## config.mk

```make
export PLATFORM = sky130hd
export DESIGN_NAME = slot_bw_regs
export DESIGN_NICKNAME = d
export VERILOG_FILES = /design/src/logic/slot_bw_pkg.sv /design/src/logic/bw_event_detect.sv /design/src/logic/power_msg_gen.sv /design/src/logic/slot_bw_regs.sv
export SDC_FILE = /design/constraint.sdc
export NUM_CORES = 1
export LEC_CHECK = 0
export ABC_CLOCK_PERIOD_IN_PS = 1900
export BUFFER_PORTS_ARGS = -buffer_cell sky130_fd_sc_hd__buf_4
export CAP_MARGIN = 20
export CELL_PAD_IN_SITES_DETAIL_PLACEMENT = 0
export CELL_PAD_IN_SITES_GLOBAL_PLACEMENT = 1
export CORE_ASPECT_RATIO = 0.8
export CORE_MARGIN = 4
export CORE_UTILIZATION = 38
export DETAILED_ROUTE_END_ITERATION = 7
export GPL_TIMING_DRIVEN = 1
export MAX_ROUTING_LAYER = met4
export PLACE_DENSITY_LB_ADDON = 0.12
export SYNTH_ARGS = -nofsm -noshare
export SYNTH_HDL_FRONTEND = slang
export SYNTH_HIERARCHICAL = 1
export SYNTH_SLANG_ARGS = --single-unit
```

## constraint.sdc

```tcl
create_clock -name pclk -period 1.9 [get_ports pclk]
set_input_delay 0.19 -clock pclk [delete_from_list [all_inputs] [get_ports pclk]]
set_output_delay 0.19 -clock pclk [all_outputs]
set_load 0.05 [all_outputs]
```

## src/logic/slot_bw_pkg.sv

```systemverilog
// slot_bw_pkg: offsets, field layout and reset values of the slot/bandwidth register bank
// assumes a 32-bit apb slave with word-aligned registers
package slot_bw_pkg;
    localparam logic [11:0] off_link_status = 12'h0050;
    localparam logic [11:0] off_slot_cap = 12'h0054;
    localparam logic [11:0] off_irq_status = 12'h0060;
    localparam logic [11:0] off_irq_mask = 12'h0064;
    localparam logic [11:0] off_port_ctrl = 12'h0068;
    localparam logic [11:0] off_loader = 12'h006c;
    localparam logic [11:0] off_msg_count = 12'h0070;
    localparam int bw_mgmt_bit = 14;
    localparam int auto_bw_bit = 15;
    localparam int cap_lo_bit = 0;
    localparam int cap_hi_bit = 6;
    localparam int power_limit_value_lo = 7;
    localparam int power_limit_value_hi = 14;
    localparam int power_limit_scale_lo = 15;
    localparam int power_limit_scale_hi = 16;
    localparam int eip_bit = 17;
    localparam int no_cmd_complete_support_bit = 18;
    localparam int slotnum_lo = 19;
    localparam int slotnum_hi = 31;
    // writable power limit bits 16:7
    localparam logic [31:0] slot_cap_rw_mask = 32'h0001_ff80;
    // loader-only bits: presence, hot-plug, interlock, slot number
    localparam logic [31:0] slot_cap_load_mask = 32'hfffa_007f;
    localparam logic [31:0] slot_cap_reset = 32'h0000_0000;
    localparam logic [1:0] irq_bw_mgmt = 2'b01;
    localparam logic [1:0] irq_auto_bw = 2'b10;
    localparam logic [1:0] irq_reset = 2'b00;
    localparam logic [15:0] msg_count_reset = 16'h0000;
    localparam logic [31:0] read_zero = 32'h0000_0000;
    typedef enum logic [2:0] {
        msg_idle = 3'b001,
        msg_send = 3'b010,
        msg_pend = 3'b100
    } msg_state_e;
endpackage

```

## src/logic/bw_event_detect.sv

```systemverilog
// bw_event_detect: turns link-layer indications into bandwidth event pulses
// assumes all inputs are from logic on pclk
`timescale 1ns/1ps
`default_nettype none
module bw_event_detect (
    input wire logic pclk,
    input wire logic presetn,
    input wire logic retrain_done,
    input wire logic dl_up,
    input wire logic phy_fix_change,
    input wire logic phy_auto_change,
    input wire logic partner_change,
    input wire logic partner_auto,
    output logic bw_mgmt_event,
    output logic auto_bw_event,
    output logic dl_up_rise
);
    import slot_bw_pkg::*;
    logic dl_up_q, dl_up_d;
    logic down_seen_q, down_seen_d;

    always_comb begin
        dl_up_d = dl_up;
        // remembers a dl_down visit since the last retrain finished
        down_seen_d = down_seen_q;
        if (!dl_up) begin
            down_seen_d = 1'b1;
        end else if (retrain_done) begin
            down_seen_d = 1'b0;
        end
    end

    always_ff @(posedge pclk or negedge presetn) begin
        if (!presetn) begin
            dl_up_q <= 1'b0;
            down_seen_q <= 1'b0;
        end else begin
            dl_up_q <= dl_up_d;
            down_seen_q <= down_seen_d;
        end
    end

    assign bw_mgmt_event = (retrain_done && dl_up && !down_seen_q)
        || phy_fix_change
        || (partner_change && !partner_auto);
    assign auto_bw_event = phy_auto_change
        || (partner_change && partner_auto);
    assign dl_up_rise = dl_up && !dl_up_q;
endmodule
`default_nettype wire

```

## src/logic/power_msg_gen.sv

```systemverilog
// power_msg_gen: issues set-slot-power-limit requests with valid/ready
// assumes the transmit side holds ready low while busy
`timescale 1ns/1ps
`default_nettype none
module power_msg_gen (
    input wire logic pclk,
    input wire logic presetn,
    input wire logic trigger,
    input wire logic [7:0] value,
    input wire logic [1:0] scale,
    output logic msg_valid,
    input wire logic msg_ready,
    output logic [7:0] msg_value,
    output logic [1:0] msg_scale,
    output logic sent
);
    import slot_bw_pkg::*;
    msg_state_e state_q, state_d;
    logic [7:0] value_q, value_d;
    logic [1:0] scale_q, scale_d;

    always_comb begin
        state_d = state_q;
        value_d = value_q;
        scale_d = scale_q;
        case (state_q)
            msg_idle: begin
                if (trigger) begin
                    state_d = msg_send;
                    value_d = value;
                    scale_d = scale;
                end
            end
            msg_send: begin
                // a trigger while waiting replaces the fields; one in the accepting cycle queues one more
                if (msg_ready) begin
                    state_d = trigger ? msg_pend : msg_idle;
                end else if (trigger) begin
                    value_d = value;
                    scale_d = scale;
                end
            end
            msg_pend: begin
                state_d = msg_send;
                value_d = value;
                scale_d = scale;
            end
            default: state_d = msg_idle;
        endcase
    end

    always_ff @(posedge pclk or negedge presetn) begin
        if (!presetn) begin
            state_q <= msg_idle;
            value_q <= 8'h00;
            scale_q <= 2'h0;
        end else begin
            state_q <= state_d;
            value_q <= value_d;
            scale_q <= scale_d;
        end
    end

    assign msg_valid = (state_q == msg_send);
    assign msg_value = value_q;
    assign msg_scale = scale_q;
    assign sent = msg_valid && msg_ready;
endmodule
`default_nettype wire

```

## src/logic/slot_bw_regs.sv

```systemverilog
// slot_bw_regs: link bandwidth status flags and slot capabilities for one switch port
// assumes an apb master on pclk and link/phy indications on the same clock
//
// Register access over APB is this design's own decision.
`timescale 1ns/1ps
`default_nettype none
module slot_bw_regs (
    input wire logic pclk,
    input wire logic presetn,
    input wire logic psel,
    input wire logic penable,
    input wire logic pwrite,
    input wire logic [11:0] paddr,
    input wire logic [31:0] pwdata,
    output logic [31:0] prdata,
    output logic pready,
    output logic pslverr,
    input wire logic slot_implemented,
    input wire logic bw_notify_capable,
    input wire logic is_upstream_port,
    input wire logic link_retrain_request,
    input wire logic retrain_done,
    input wire logic dl_up,
    input wire logic phy_fix_change,
    input wire logic phy_auto_change,
    input wire logic partner_change,
    input wire logic partner_auto,
    input wire logic autonomous_bw_irq_enable,
    output logic msg_valid,
    input wire logic msg_ready,
    output logic [7:0] msg_value,
    output logic [1:0] msg_scale,
    output logic irq
);
    import slot_bw_pkg::*;

    logic bw_mgmt_status_flag_q, bw_mgmt_status_flag_d;
    logic autonomous_bw_status_flag_q, autonomous_bw_status_flag_d;
    logic [31:0] slot_capabilities_reg_q, slot_capabilities_reg_d;
    logic [1:0] irq_status_q, irq_status_d;
    logic [1:0] irq_mask_q, irq_mask_d;
    logic loader_en_q, loader_en_d;
    logic [15:0] msg_count_q, msg_count_d;
    logic [31:0] prdata_q, prdata_d;
    logic bw_mgmt_event, auto_bw_event, dl_up_rise, sent;
    logic wr, rd, flags_live, cap_write, mapped;
    logic [31:0] slot_view, link_view, slot_next;

    bw_event_detect u_detect (
        .pclk(pclk),
        .presetn(presetn),
        .retrain_done(retrain_done),
        .dl_up(dl_up),
        .phy_fix_change(phy_fix_change),
        .phy_auto_change(phy_auto_change),
        .partner_change(partner_change),
        .partner_auto(partner_auto),
        .bw_mgmt_event(bw_mgmt_event),
        .auto_bw_event(auto_bw_event),
        .dl_up_rise(dl_up_rise)
    );

    power_msg_gen u_msg (
        .pclk(pclk),
        .presetn(presetn),
        .trigger((wr && cap_write && slot_implemented) || dl_up_rise),
        .value(slot_next[power_limit_value_hi:power_limit_value_lo]),
        .scale(slot_next[power_limit_scale_hi:power_limit_scale_lo]),
        .msg_valid(msg_valid),
        .msg_ready(msg_ready),
        .msg_value(msg_value),
        .msg_scale(msg_scale),
        .sent(sent)
    );

    function automatic logic hit(input logic [11:0] a, input logic [11:0] off);
        hit = (a == off);
    endfunction

    // writes complete in their first access cycle; reads take one wait state
    assign wr = psel && penable && pwrite;
    assign rd = psel && penable && !pwrite;
    assign cap_write = hit(paddr, off_slot_cap);
    assign mapped = hit(paddr, off_link_status) || cap_write || hit(paddr, off_irq_status)
        || hit(paddr, off_irq_mask) || hit(paddr, off_port_ctrl) || hit(paddr, off_loader)
        || hit(paddr, off_msg_count);
    assign flags_live = bw_notify_capable && !is_upstream_port;
    // message must carry the value being written, not the one it replaces
    assign slot_next = slot_implemented ? slot_capabilities_reg_d : read_zero;

    always_comb begin
        slot_view = slot_implemented ? slot_capabilities_reg_q : read_zero;
        slot_view[no_cmd_complete_support_bit] = 1'b0;
        link_view = read_zero;
        link_view[bw_mgmt_bit] = bw_mgmt_status_flag_q;
        link_view[auto_bw_bit] = autonomous_bw_status_flag_q;
    end

    always_comb begin
        bw_mgmt_status_flag_d = bw_mgmt_status_flag_q;
        autonomous_bw_status_flag_d = autonomous_bw_status_flag_q;
        // clear first, then set, so a same-cycle event wins
        if (wr && hit(paddr, off_link_status)) begin
            if (pwdata[bw_mgmt_bit]) begin
                bw_mgmt_status_flag_d = 1'b0;
            end
            if (pwdata[auto_bw_bit]) begin
                autonomous_bw_status_flag_d = 1'b0;
            end
        end
        if (bw_mgmt_event) begin
            bw_mgmt_status_flag_d = 1'b1;
        end
        if (auto_bw_event) begin
            autonomous_bw_status_flag_d = 1'b1;
        end
        if (!flags_live) begin
            bw_mgmt_status_flag_d = 1'b0;
            autonomous_bw_status_flag_d = 1'b0;
        end
    end

    always_comb begin
        slot_capabilities_reg_d = slot_capabilities_reg_q;
        if (wr && cap_write && slot_implemented) begin
            // power limit fields take software writes; loadable ones only via loader
            slot_capabilities_reg_d = (slot_capabilities_reg_q & ~slot_cap_rw_mask)
                | (pwdata & slot_cap_rw_mask);
            if (loader_en_q) begin
                slot_capabilities_reg_d = (slot_capabilities_reg_d & ~slot_cap_load_mask)
                    | (pwdata & slot_cap_load_mask);
            end
        end
    end

    always_comb begin
        irq_status_d = irq_status_q;
        irq_mask_d = irq_mask_q;
        loader_en_d = loader_en_q;
        msg_count_d = msg_count_q;
        if (wr && hit(paddr, off_irq_status)) begin
            irq_status_d = irq_status_q & ~pwdata[1:0];
        end
        if (wr && hit(paddr, off_irq_mask)) begin
            irq_mask_d = pwdata[1:0];
        end
        if (wr && hit(paddr, off_loader)) begin
            // loader window; a limitation: software could reopen it
            loader_en_d = pwdata[0];
        end
        if (bw_mgmt_event && flags_live) begin
            irq_status_d = irq_status_d | irq_bw_mgmt;
        end
        if (auto_bw_event && flags_live) begin
            irq_status_d = irq_status_d | irq_auto_bw;
        end
        if (sent) begin
            msg_count_d = msg_count_q + 16'h0001;
        end
    end

    always_comb begin
        prdata_d = prdata_q;
        if (rd) begin
            if (hit(paddr, off_link_status)) begin
                prdata_d = link_view;
            end else if (cap_write) begin
                prdata_d = slot_view;
            end else if (hit(paddr, off_irq_status)) begin
                prdata_d = {30'h0000_0000, irq_status_q};
            end else if (hit(paddr, off_irq_mask)) begin
                prdata_d = {30'h0000_0000, irq_mask_q};
            end else if (hit(paddr, off_port_ctrl)) begin
                prdata_d = {28'h000_0000, is_upstream_port, bw_notify_capable,
                    slot_implemented, link_retrain_request};
            end else if (hit(paddr, off_loader)) begin
                prdata_d = {31'h0000_0000, loader_en_q};
            end else if (hit(paddr, off_msg_count)) begin
                prdata_d = {16'h0000, msg_count_q};
            end else begin
                prdata_d = read_zero;
            end
        end
    end

    always_ff @(posedge pclk or negedge presetn) begin
        if (!presetn) begin
            bw_mgmt_status_flag_q <= 1'b0;
            autonomous_bw_status_flag_q <= 1'b0;
            slot_capabilities_reg_q <= slot_cap_reset;
            irq_status_q <= irq_reset;
            irq_mask_q <= irq_reset;
            loader_en_q <= 1'b1;
            msg_count_q <= msg_count_reset;
            prdata_q <= read_zero;
        end else begin
            bw_mgmt_status_flag_q <= bw_mgmt_status_flag_d;
            autonomous_bw_status_flag_q <= autonomous_bw_status_flag_d;
            slot_capabilities_reg_q <= slot_capabilities_reg_d;
            irq_status_q <= irq_status_d;
            irq_mask_q <= irq_mask_d;
            loader_en_q <= loader_en_d;
            msg_count_q <= msg_count_d;
            prdata_q <= prdata_d;
        end
    end

    // read data is registered, so prdata is valid one edge after the access edge;
    // pready therefore waits one cycle on reads
    logic rd_wait_q, rd_wait_d;
    always_comb begin
        rd_wait_d = rd && !rd_wait_q;
    end
    always_ff @(posedge pclk or negedge presetn) begin
        if (!presetn) begin
            rd_wait_q <= 1'b0;
        end else begin
            rd_wait_q <= rd_wait_d;
        end
    end
    assign pready = pwrite ? 1'b1 : rd_wait_q;
    assign pslverr = psel && penable && pready && !mapped;
    assign prdata = prdata_q;
    // autonomous event also gated by its own enable bit
    assign irq = |(irq_status_q & irq_mask_q)
        || (autonomous_bw_status_flag_q && autonomous_bw_irq_enable && flags_live);
endmodule
`default_nettype wire

```

Word level (Yosys, flattened, before mapping)

Index checks and enable logic that the tools add are counted.

Bits in registers: 103
Input bits: 61
Output and inout bits: 46
Logic and storage cells: 120

Add/sub/neg operators: 1
Eq/ne operators: 18
Mux-type cells: 35
Bitwise logic cells: 5
Reduce and logical (&&, ||, !) cells: 47

Operator list:

| kind                                            | number |
|---|---|
| 2-to-1 mux 32 bit                               | 5 |
| == test 12 x 7 -> 1 bit (second input constant) | 7 |
| 2-to-1 mux 16 bit                               | 5 |
| bitwise OR 19 x 32 -> 32 bit                    | 1 |
| bitwise OR 32 x 17 -> 32 bit                    | 1 |
| case mux 8 bit (3 select lines)                 | 1 |
| logical AND 1 bit                               | 23 |
| 2-to-1 mux 17 bit                               | 1 |
| adder 16 x 1 -> 16 bit (second input constant)  | 1 |
| 2-to-1 mux 8 bit                                | 2 |
| 2-to-1 mux 1 bit                                | 12 |
| logical OR 1 bit                                | 11 |
| 2-to-1 mux 3 bit                                | 3 |
| case mux 3 bit (3 select lines)                 | 1 |
| 2-to-1 mux 2 bit                                | 4 |
| AND reduction 2 bit                             | 4 |
| zero test 1 bit                                 | 7 |
| != test 2 bit (second input constant)           | 3 |
| != test 3 x 2 -> 1 bit (second input constant)  | 2 |
| != test 3 bit (second input constant)           | 2 |
| case mux 2 bit (3 select lines)                 | 1 |
| bitwise AND 2 bit                               | 2 |
| == test 3 x 1 -> 1 bit (second input constant)  | 1 |
| == test 3 x 2 -> 1 bit (second input constant)  | 1 |
| 5 further kinds                                 | 5 |

Longest topological paths before layout

Gate-level depths: netlist of run 1.

Depth after elaboration: 9
Depth in mapped cells: 8
Gate-level depth less buffers: 8

By module

The synthesis of run 1 kept the hierarchy.

Modules (own cells, without submodules):

| module          | instances | cells each | area each (um2) | seq. area each (um2) |
|---|---|---|---|---|
| slot_bw_regs    | 1         | 334        | 3923.8          | 2153.3 |
| power_msg_gen   | 1         | 39         | 555.5           | 326.6 |
| bw_event_detect | 1         | 8          | 90.1            | 50.0 |

Worst setup path before layout of run 1

No wires, ideal clock.

Path type: reg2reg
Start point: register u_msg.state_q[1]
End point: register msg_count_q[13]
Setup time: 123 ps
Arrival: 2442 ps
Required time: 1777 ps
Path slack: -665 ps
Cell stages (with the launch flop): 9
Path buffers: 0
Period minus slack after synthesis: 2565 ps
Cell sequence: dfrtp_1 or2b_1 nor2_1 and2_1 nand3_1 nor3_1 and2_1 nand3_1 xnor2_1

Word-level cells in the longest chain between the ends: 2

Ends and longest elaborated chain:

| what                     | RTL line            | text |
|---|---|---|
| start: declaration       | power_msg_gen.sv:18 | `msg_state_e state_q, state_d;` |
| start signal: assignment | power_msg_gen.sv:54 | `state_q <= msg_idle;` |
| start signal: assignment | power_msg_gen.sv:58 | `state_q <= state_d;` |
| == test 3 x 2 -> 1 bit   | power_msg_gen.sv:64 | `assign msg_valid = (state_q == msg_send);` |
| named net msg_valid      | slot_bw_regs.sv:29  | `output logic msg_valid,` |
| logical AND 1 bit        | power_msg_gen.sv:67 | `assign sent = msg_valid && msg_ready;` |
| named net sent           | slot_bw_regs.sv:45  | `logic bw_mgmt_event, auto_bw_event, dl_up_rise, sent;` |
| end signal: assignment   | slot_bw_regs.sv:194 | `msg_count_q <= msg_count_reset;` |
| end signal: assignment   | slot_bw_regs.sv:203 | `msg_count_q <= msg_count_d;` |
| end: declaration         | slot_bw_regs.sv:43  | `logic [15:0] msg_count_q, msg_count_d;` |

The timed path passes the listed nets, and every way through them passes these cells.
A chain may end at the register's enable or synchronous reset.

Final worst setup path of run 1

Start point: input paddr[7]
End point: register u_msg.value_q[6], in the netlist u_msg/msg_value[6]

Word-level cells in the longest chain between the ends: 8
Elaborated cells on any way between the ends: 9
Classes of those cells: eq/ne: 1; mux: 5; reduce/logical: 3

Ends and longest elaborated chain:

| what                                  | RTL line                                 | text |
|---|---|---|
| start: declaration                    | slot_bw_regs.sv:13                       | `input wire logic [11:0] paddr,` |
| == test 12 x 7 -> 1 bit *             | slot_bw_regs.sv:77                       | `hit = (a == off);` |
| logical AND 1 bit * (2 in series)     | slot_bw_regs.sv:125                      | `if (wr && cap_write && slot_implemented) begin` |
| 2-to-1 mux 32 bit *                   | slot_bw_regs.sv:125                      |  |
| named net slot_capabilities_reg_d[13] | slot_bw_regs.sv:39                       | `logic [31:0] slot_capabilities_reg_q, slot_capabilities_reg_d;` |
| 2-to-1 mux 17 bit *                   | slot_bw_regs.sv:89                       | `assign slot_next = slot_implemented ? slot_capabilities_reg_d : read_zero;` |
| named net slot_next[13]               | slot_bw_regs.sv:47                       | `logic [31:0] slot_view, link_view, slot_next;` |
| 2-to-1 mux 8 bit                      | power_msg_gen.sv:28, power_msg_gen.sv:38 |  |
| 2-to-1 mux 8 bit                      | power_msg_gen.sv:36                      | `if (msg_ready) begin` |
| case mux 8 bit (3 select lines) *     | power_msg_gen.sv:26                      | `case (state_q)` |
| end signal: assignment                | power_msg_gen.sv:59                      | `value_q <= value_d;` |
| end: declaration                      | power_msg_gen.sv:19                      | `logic [7:0] value_q, value_d;` |

The timed path passes the listed nets; every way through them passes the cells marked *. The select of a mux whose other input is x is not followed.

==> results of run 1 <==
==> flip-flops by register name, summed over array words and instances (netlist names) <==
register                     cells
autonomous_bw_status_flag_q      1
bw_mgmt_status_flag_q            1
irq_mask_q                       2
irq_status_q                     2
loader_en_q                      1
msg_count_q                     16
prdata                          31
rd_wait_q                        1
slot_capabilities_reg_q         31
u_detect/dl_up_q                 1
u_detect/down_seen_q             1
u_msg/msg_scale                  2
u_msg/msg_value                  8
u_msg/state_q                    3
==> metrics by stage <==
stage | area [sq um] | total power [mW] | utilization, %
floorplan | 4700 | 2.48 | -
global placement | 5870 | 2.76 | 50.4
detailed placement | 5870 | 2.76 | 50.4
CTS | 6170 | 4.49 | 53.0
global route | 6180 | 4.64 | 53.0
finish | 6180 | 4.42 | 53.0
==> path summary, 6_finish.rpt <==
check	endpoint	slack, ns	start
setup / recovery	u_msg/msg_value[6]$_DFFE_PN0P_	0.12	paddr[7]
hold / removal	u_detect/down_seen_q$_DFFE_PN0P_	0.05	retrain_done
setup reg to reg	msg_count_q[13]$_DFFE_PN0P_	0.12	u_msg/state_q[0]$_DFFE_PN1P_
hold reg to reg	prdata[1]$_DFFE_PN0P_	0.49	prdata[1]$_DFFE_PN0P_
max in group asynchronous	prdata[3]$_DFFE_PN0P_	1.00	presetn
min in group asynchronous	rd_wait_q$_DFF_PN0_	0.41	presetn
==> layer usage <==
layer | vias up | global-route usage (%)
met3 | 15 | 4.17
met2 | 98 | 25.5
met4 | 0 | 4.41
met1 | 1687 | 26.0
li1 | 1646 | -
met5 | - | -
==> Yosys cell counts, drive strengths merged <==
| cell type | number | area, sq um |
|---|---|---|
| conb | 1 | 3.75 |
| nand3 | 14 | 82.6 |
| a211oi | 2 | 27.5 |
| or3 | 1 | 7.51 |
| xor2 | 4 | 35.0 |
| nor3b | 4 | 30.0 |
| or2b | 1 | 7.51 |
| nor2 | 12 | 45.0 |
| buf | 8 | 53.8 |
| a311oi | 1 | 8.76 |
| xnor2 | 11 | 96.3 |
| nand4b | 1 | 8.76 |
| and2 | 12 | 81.3 |
| a311o | 1 | 10.0 |
| and3 | 6 | 38.8 |
| ha | 1 | 12.5 |
| nor3 | 4 | 35.0 |
| and4bb | 1 | 12.5 |
| nor4bb | 1 | 10.0 |
| dfstp | 2 | 52.6 |
| and4 | 1 | 8.76 |
| nor4b | 2 | 38.8 |
| nor2b | 8 | 50.1 |
| mux2i | 3 | 30.0 |
| a31oi | 7 | 43.8 |
| o22a | 1 | 8.76 |
| nand4 | 2 | 12.5 |
| clkbuf | 7 | 26.3 |
| a22o | 17 | 149 |
| o22ai | 3 | 18.8 |
| o21ai | 17 | 85.1 |
| inv | 8 | 30.0 |
| nor4 | 4 | 46.3 |
| dfrtp | 99 | 2480 |
| nand2 | 33 | 124 |
| nand2b | 4 | 25.0 |
| or2 | 2 | 12.5 |
| a21oi | 12 | 60.1 |
| a22oi | 11 | 82.6 |
| o31ai | 4 | 30.0 |
| mux2 | 44 | 518 |
| o41ai | 1 | 8.76 |
| a21o | 3 | 23.8 |
==> power by group through the flow <==
stage          clock network (mW)  registers, mW  logic [mW]
2_1_floorplan                   0           2.30       0.184
3_3_place_gp                    0           2.29       0.461
3_5_place_dp                    0           2.30       0.465
4_1_cts                      1.76           2.25       0.469
5_1_grt                      1.87           2.26       0.506
6_report                     1.71           2.25       0.462
==> repair_timing <==
| item | in CTS | in global routing |
|---|---|---|
| endpoints found under the hold margin | 100 | 0 |
| setup endpoints to repair | 0 | 1 |
| buffers inserted | 0 | 0 |
| hold buffers | 2 | 0 |
| resized for setup | 0 | 1 |
==> placed cells by master (no fill, tap or decap), drive strengths merged, types with 8 or more instances in the layout <==
cell type / instances
buf: 138
dfrtp: 99
mux2: 44
nand2: 33
a22o: 17
o21ai: 17
nand3: 14
a21oi: 12
nor2: 12
and2: 12
a22oi: 11
xnor2: 11
clkbuf: 9
inv: 9
nor2b: 8
==> cell families (layout without fill, tap and decap cells) <==
| family | Yosys count | after routing | share of synthesized area, % |
|---|---|---|---|
| mux | 47 | 47 | 12.0 |
| xor+xnor | 15 | 15 | 2.88 |
| fa+ha+maj | 1 | 1 | 0.274 |
| simple gates | 113 | 113 | 14.8 |
| flops | 101 | 101 | 55.4 |
| other cells | 1 | 1 | 0.0821 |
| buf+inv | 23 | 164 | 2.41 |
| compound gates | 80 | 80 | 12.2 |
==> critical path, cell delays in order <==
cell	delay, ns
buf_4	0.12
nor4b_4	0.33
nand3_4	0.12
nor4_4	0.16
buf_4	0.29
mux2_4	0.33
and2_2	0.19
mux2_4	0.26
==> area by class of cell <==
type | instances | area, sq um | area share [%]
timing repair buffer | 140 | 1110 | 17.9
sequential | 101 | 2530 | 41.0
multi-input combinational | 257 | 2050 | 33.2
clock inverter | 7 | 51.3 | 0.831
inverter | 8 | 30.0 | 0.486
tap | 148 | 185 | 3.00
clock buffer | 9 | 225 | 3.65
==> run metrics, run 1 <==
first-pass GRT wire length=18,700 um; unrepaired setup endpoints after global routing=no; Setup crit end kind=register; clock power share=38.6%; Crit Path Category=in -> reg; die footprint=13,900 sq um; top sig layer=met4; Placed Instances=652; Hold Vio Cnt, Final=0; synthesis-to-layout area growth=35.2%; clk sinks=101; pre-CTS setup slack=-0.268 ns; critical-path maximum fanout=12; slew margin rel.=60.7%; die height=106 um; initial antenna violation count=0; die span in x=131 um; nets=579; Worst R2R Path Depth=8; core region area=11,600 sq um; maximum vdd drop=0.487 mV; met2 wire len=5200 um; leak pwr=3.01 nW; pwr dens=716 nW/um^2; Setup TNS=0 ns; CTS Buffer Depth=2; switching power=1.13 mW; CTS tree=yes; number of port buffers=104; Iter 0 DRT Violations=190; Worst-Margin Slew=0.589 ns; register area share after synthesis=55.4%; CTS root buf=clkbuf_16; Pins Over Slew Limit=0; drt pass-1 iters=4; Synthesis Warnings=6; synthesized area per cell=12.0 sq um; antenna-violating nets left=0; fin cells=670; WL/cell=17.4 um; Req. time, crit path=2.13 ns; layout cell share with drive strength beyond 1=44.3%; synthesized flop and latch total=101; Highest Clock Rate=562 MHz; fin crit period=1.78 ns; max cap viols=0; n_diodes=0; met3 WL post-DR=650 um; skew final=0.00586 ns; Hold Path Depth=2; Critical Path AT=2.01 ns; Fill cells=1,036; internal cell power=3.30 mW; routed length on met1=5630 um; status=finished, final reports clean; largest net degree at the start of global routing=102; final setup violation count=0; Netlist cell types=56; vias in the first global route=3,461; sw frac=25.4%; # DRC=0; num ports=107; part of the power in registers=51.0%; placed wire-length estimate=8590 um; clk slew on worst S/H paths=0.07 ns; grt ovf=0; initial core utilization=39.2%; worst hold slack=0.0505 ns; Synth Net Count=443; vias per cell=5.14; power share of the combinational group=10.5%; GP Congestion=0.876; via total after detailed routing=3,446; Synth Cell Area=4570 sq um; Cells after Synth=381; worst setup margin=0.120 ns; num rows=35; H-tree Lvls=3; Tcrit/Tclk final=93.7%; Min-Delay Path Class=in -> reg; clk_lat worst skew=0.34 ns; Total GRT Usage=17.9%; final WL=11,700 um; element type at the critical path start=primary input; Num CTS Buffers=9
Power figures use the tool's default switching activity.
==> inputs of run 2 (changes only) <==
--- a/constraint.sdc
+++ b/constraint.sdc
@@ -3,2 +3,2 @@
 set_output_delay 0.19 -clock pclk [all_outputs]
-set_load 0.05 [all_outputs]
+set_load 0.1 [all_outputs]
==> run 2 against run 1 <==
Against the previous run:
- global-route usage hardly changed
- flip-flop and latch count did not move
- largest cell class unchanged
- power increased by 3.1%
- sequential power about the same
- non-clock buffer count rose by 6
- first-iteration DRC count decreased by 21%
- clock power rose by 4%
- via count rose by 0.73%
- register-to-register slack gained 0.02 ns
- critical endpoint is now u_msg/msg_value[4]$_DFFE_PN0P_
- wire length grew 2.3%
==> run metrics, run 2 (synthesized netlist as in run 1, its figures left out) <==
clk sinks=101; FF/Latch Area=2530 sq um; initial antenna violation count=0; via total after detailed routing=3,471; Final Util=53.7%; num ports=107; Tcrit/Tclk final=93.8%; CTS root buf=clkbuf_16; Req. time, crit path=2.13 ns; CTS Buffer Depth=2; Total GRT Usage=17.9%; Setup TNS=0 ns; CTS tree=yes; drt pass-1 iters=4; fin crit period=1.78 ns; Crit Path Category=in -> reg; number of port buffers=104; final setup violation count=0; Critical Path AT=2.01 ns; Fill cells=1,033; antenna-violating nets left=0; slew margin rel.=64.6%; Pins Over Slew Limit=0; # DRC=0; Min-Delay Path Class=in -> reg; element type at the critical path start=primary input; clk_lat worst skew=0.34 ns; met2 wire len=5510 um; leak pwr=3.06 nW; worst hold slack=0.0707 ns; layout cell share with drive strength beyond 1=45.3%; critical-path maximum fanout=8; grt ovf=0; final WL=11,900 um; placed wire-length estimate=8940 um; die span in x=131 um; commonest non-fill, non-tap cell in the layout=buf_4; core region area=11,600 sq um; Setup crit end kind=register; vias per cell=5.13; synthesis-to-layout area growth=36.9%; status=finished, final reports clean; Hold Vio Cnt, Final=0; unrepaired setup endpoints after global routing=no; area of the multi-input gates=2050 sq um; GP Congestion=0.848; Final Cell Area=6250 sq um; met3 WL post-DR=657 um; die height=106 um; nets=585; die footprint=13,900 sq um; routed length on met1=5680 um; Num CTS Buffers=9; vias in the first global route=3,603; Worst R2R Path Depth=7; Highest Clock Rate=561 MHz; maximum vdd drop=0.545 mV; total power=4.56 mW; initial core utilization=39.2%; first-pass GRT wire length=18,800 um; most frequent cells in the layout=buf_4 (139), dfrtp_1 (99), nand2_1 (32); pwr dens=729 nW/um^2; largest net degree at the start of global routing=37; Hold Path Depth=2; Worst-Margin Slew=0.531 ns; Iter 0 DRT Violations=151; max cap viols=0; n_diodes=0; top sig layer=met4; Area after DPL=5920 sq um; clk slew on worst S/H paths=0.07 ns; WL/cell=17.6 um; num rows=35; skew final=0.00601 ns; H-tree Lvls=3
-- run 2: cell types whose count changed in the layout (fill, tap and decap cells not counted), sizes merged --
| cell | delta |
|---|---|
| clkbuf | +1 |
| buf | +6 |
| clkinvlp | -2 |
| inv | +2 |
| clkinv | -1 |
-- run 2: metrics by stage --
step,std cells,setup WS [ns]
2_1_floorplan,381,-0.328
3_3_place_gp,656,-0.213
3_5_place_dp,656,-0.239
4_1_cts,674,0.0680
5_1_grt,676,0.00407
6_report,676,0.117
-- run 2: critical path: stages --
cell and delay, ns:
buf_4 0.12, nor4b_4 0.35, nand3_4 0.12, nor4_4 0.14, buf_4 0.19, buf_12 0.14
mux2_4 0.31, and2_2 0.19, mux2_4 0.26
-- run 2: final cells by class --
type	instances	share of cell area (%)
Inverter	8	0.480
Multi-Input combinational cell	257	32.8
Tap cell	148	2.96
Clock inverter	6	0.840
Sequential cell	101	40.5
Clock buffer	10	3.82
Timing Repair Buffer	146	18.6
-- run 2: path summary, 6_finish.rpt --
path / startpoint / to / slack [ns]
setup reg to reg: u_msg/state_q[0]$_DFFE_PN1P_ / msg_count_q[8]$_DFFE_PN0P_ / 0.14
setup / recovery: paddr[8] / u_msg/msg_value[4]$_DFFE_PN0P_ / 0.12
max in group asynchronous: presetn / prdata[20]$_DFFE_PN0P_ / 0.93
hold / removal: retrain_done / u_detect/down_seen_q$_DFFE_PN0P_ / 0.07
hold reg to reg: slot_capabilities_reg_q[21]$_DFFE_PN0P_ / prdata[21]$_DFFE_PN0P_ / 0.49
min in group asynchronous: presetn / rd_wait_q$_DFF_PN0_ / 0.37
-- run 2: repair_timing --
item,CTS,global route
gates resized for setup,0,1
hold buffers,2,0
setup endpoints to repair,0,4
buffers inserted,0,2
endpoints found under the hold margin,32,0
-- run 2: report_power, final --
| part | switching, mW | leakage [nW] | total, mW | internal (mW) |
|---|---|---|---|---|
| combinational | 0.302 | 1.55 | 0.522 | 0.219 |
| sequential | 0.0661 | 1.37 | 2.26 | 2.19 |
| clock | 0.834 | 0.144 | 1.78 | 0.946 |
-- run 2: routing by layer --
layer  vias up  GRT usage, %
li1       1655             -
met1      1715          25.0
met2        91          27.0
met3        10          4.02
met4         0          3.96
met5         -             -
==> inputs of run 3 (changes only) <==
- CORE_ASPECT_RATIO: 0.8 -> 0.5
- PLACE_DENSITY: not set -> 0.73
- PLACE_DENSITY_LB_ADDON: 0.12 -> not set
==> run 3 against run 2 <==
Against the previous run:
- fmax decreased by 2.1%
- non-clock buffer count is 1 lower
- count of clock-buffer cells in the layout decreased by 1
- critical path depth grew 1
==> run metrics, run 3 (synthesized netlist as in run 1, its figures left out) <==
Total GRT Usage=17.9%; num rows=27; slew margin rel.=62.7%; CTS tree=yes; clk_lat worst skew=0.35 ns; max cap viols=0; final WL=11,500 um; clk slew on worst S/H paths=0.07 ns; top sig layer=met4; WL/cell=16.7 um; n_diodes=0; CTS Buffer Depth=2; element type at the critical path start=primary input; met3 WL post-DR=617 um; num ports=107; Crit Path Category=in -> reg; H-tree Lvls=3; Num CTS Buffers=9; layout cell share with drive strength beyond 1=45.2%; antenna-violating nets left=0; vias per cell=5.01; core region area=11,400 sq um; die footprint=13,900 sq um; Final Util=55.4%; Placed Instances=664; critical-path maximum fanout=9; Iter 0 DRT Violations=161; clk sinks=101; routed length on met1=5710 um; Hold Vio Cnt, Final=0; pwr dens=740 nW/um^2; flop2flop setup slack=0.11 ns; largest net degree at the start of global routing=102; fin cells=686; drt pass-1 iters=4; commonest non-fill, non-tap cell in the layout=buf_4; Worst-Margin Slew=0.560 ns; Min-Delay Path Class=in -> reg; skew final=0.00579 ns; initial antenna violation count=0; Tcrit/Tclk final=95.8%; # DRC=0; vias in the first global route=3,639; via total after detailed routing=3,437; fin crit period=1.82 ns; Highest Clock Rate=549 MHz; die span in x=163 um; final setup violation count=0; status=finished, final reports clean; first-pass GRT wire length=19,000 um; CTS root buf=clkbuf_16; maximum vdd drop=0.408 mV; unrepaired setup endpoints after global routing=yes; grt ovf=0; Req. time, crit path=2.13 ns; synthesis-to-layout area growth=37.6%; nets=584; leak pwr=3.06 nW; die height=85.5 um; most frequent cells in the layout=buf_4 (137), dfrtp_1 (99), nand2_1 (32); initial core utilization=40.3%; GP Congestion=0.829; number of port buffers=104; Fill cells=1,030; placed wire-length estimate=8610 um; Critical Path AT=2.05 ns; Setup crit end kind=register; met2 wire len=5050 um; Pins Over Slew Limit=0
## run 3: layer usage
layer / vias to the layer above / global-route usage (%)
li1: 1663 / -
met1: 1687 / 24.8
met2: 77 / 26.2
met3: 10 / 4.94
met4: 0 / 4.34
met5: - / -
## run 3: path summary, 6_finish.rpt
check                                                   startpoint                                      end  cells past startpoint
setup / recovery                                          paddr[7]           u_msg/msg_value[3]$_DFFE_PN0P_                     10
hold / removal                                        retrain_done         u_detect/down_seen_q$_DFFE_PN0P_                      2
setup reg to reg                      u_msg/state_q[0]$_DFFE_PN1P_              msg_count_q[13]$_DFFE_PN0P_                      8
hold reg to reg            slot_capabilities_reg_q[21]$_DFFE_PN0P_                   prdata[21]$_DFFE_PN0P_                      1
max in group asynchronous                                  presetn  slot_capabilities_reg_q[28]$_DFFE_PN0P_                      3
min in group asynchronous                                  presetn                   prdata[15]$_DFFE_PN0P_                      3
## run 3: worst max-delay path, stage by stage
cell	delay (ns)
buf_4	0.12
nor4b_4	0.39
nand3_4	0.12
nor4_4	0.14
buf_4	0.19
or2_4	0.12
and4bb_2	0.25
a211oi_4	0.06
buf_12	0.17
mux2_4	0.29
## run 3: through the flow
stage | worst slack (ns) | TNS [ns] | total power, mW | hold slack, ns | area [sq um]
final | 0.0796 | 0 | 4.65 | 0.0324 | 6290
after global routing | -0.00293 | -0.00296 | 4.86 | 0.0456 | 6290
after CTS | 0.0628 | 0 | 4.71 | 0.0210 | 6230
after detailed placement | -0.322 | -4.04 | 2.80 | 0.285 | 5900
after global placement | -0.291 | -3.75 | 2.80 | 0.296 | 5900
after floorplan | -0.328 | -4.91 | 2.53 | -0.106 | 4690
## run 3: repair_timing
item,4_1_cts,5_1_grt
hold endpoints to repair,100,0
gates resized for setup,0,6
buffers inserted,0,4
setup endpoints to repair,0,12
hold buffers,2,0
## run 3: layout make-up
class	count	area, sq um	area share [%]
clock inverter	7	81.3	1.29
clock buffer	9	225	3.58
inverter	8	30.0	0.478
multi-input combinational	257	2070	32.9
timing repair buffer	145	1150	18.4
tap	159	199	3.16
sequential	101	2530	40.2
## run 3: report_power, final
group	leakage [nW]	internal [mW]	switching (mW)
combinational	1.55	0.219	0.299
sequential	1.37	2.19	0.0481
clock	0.141	1.04	0.852
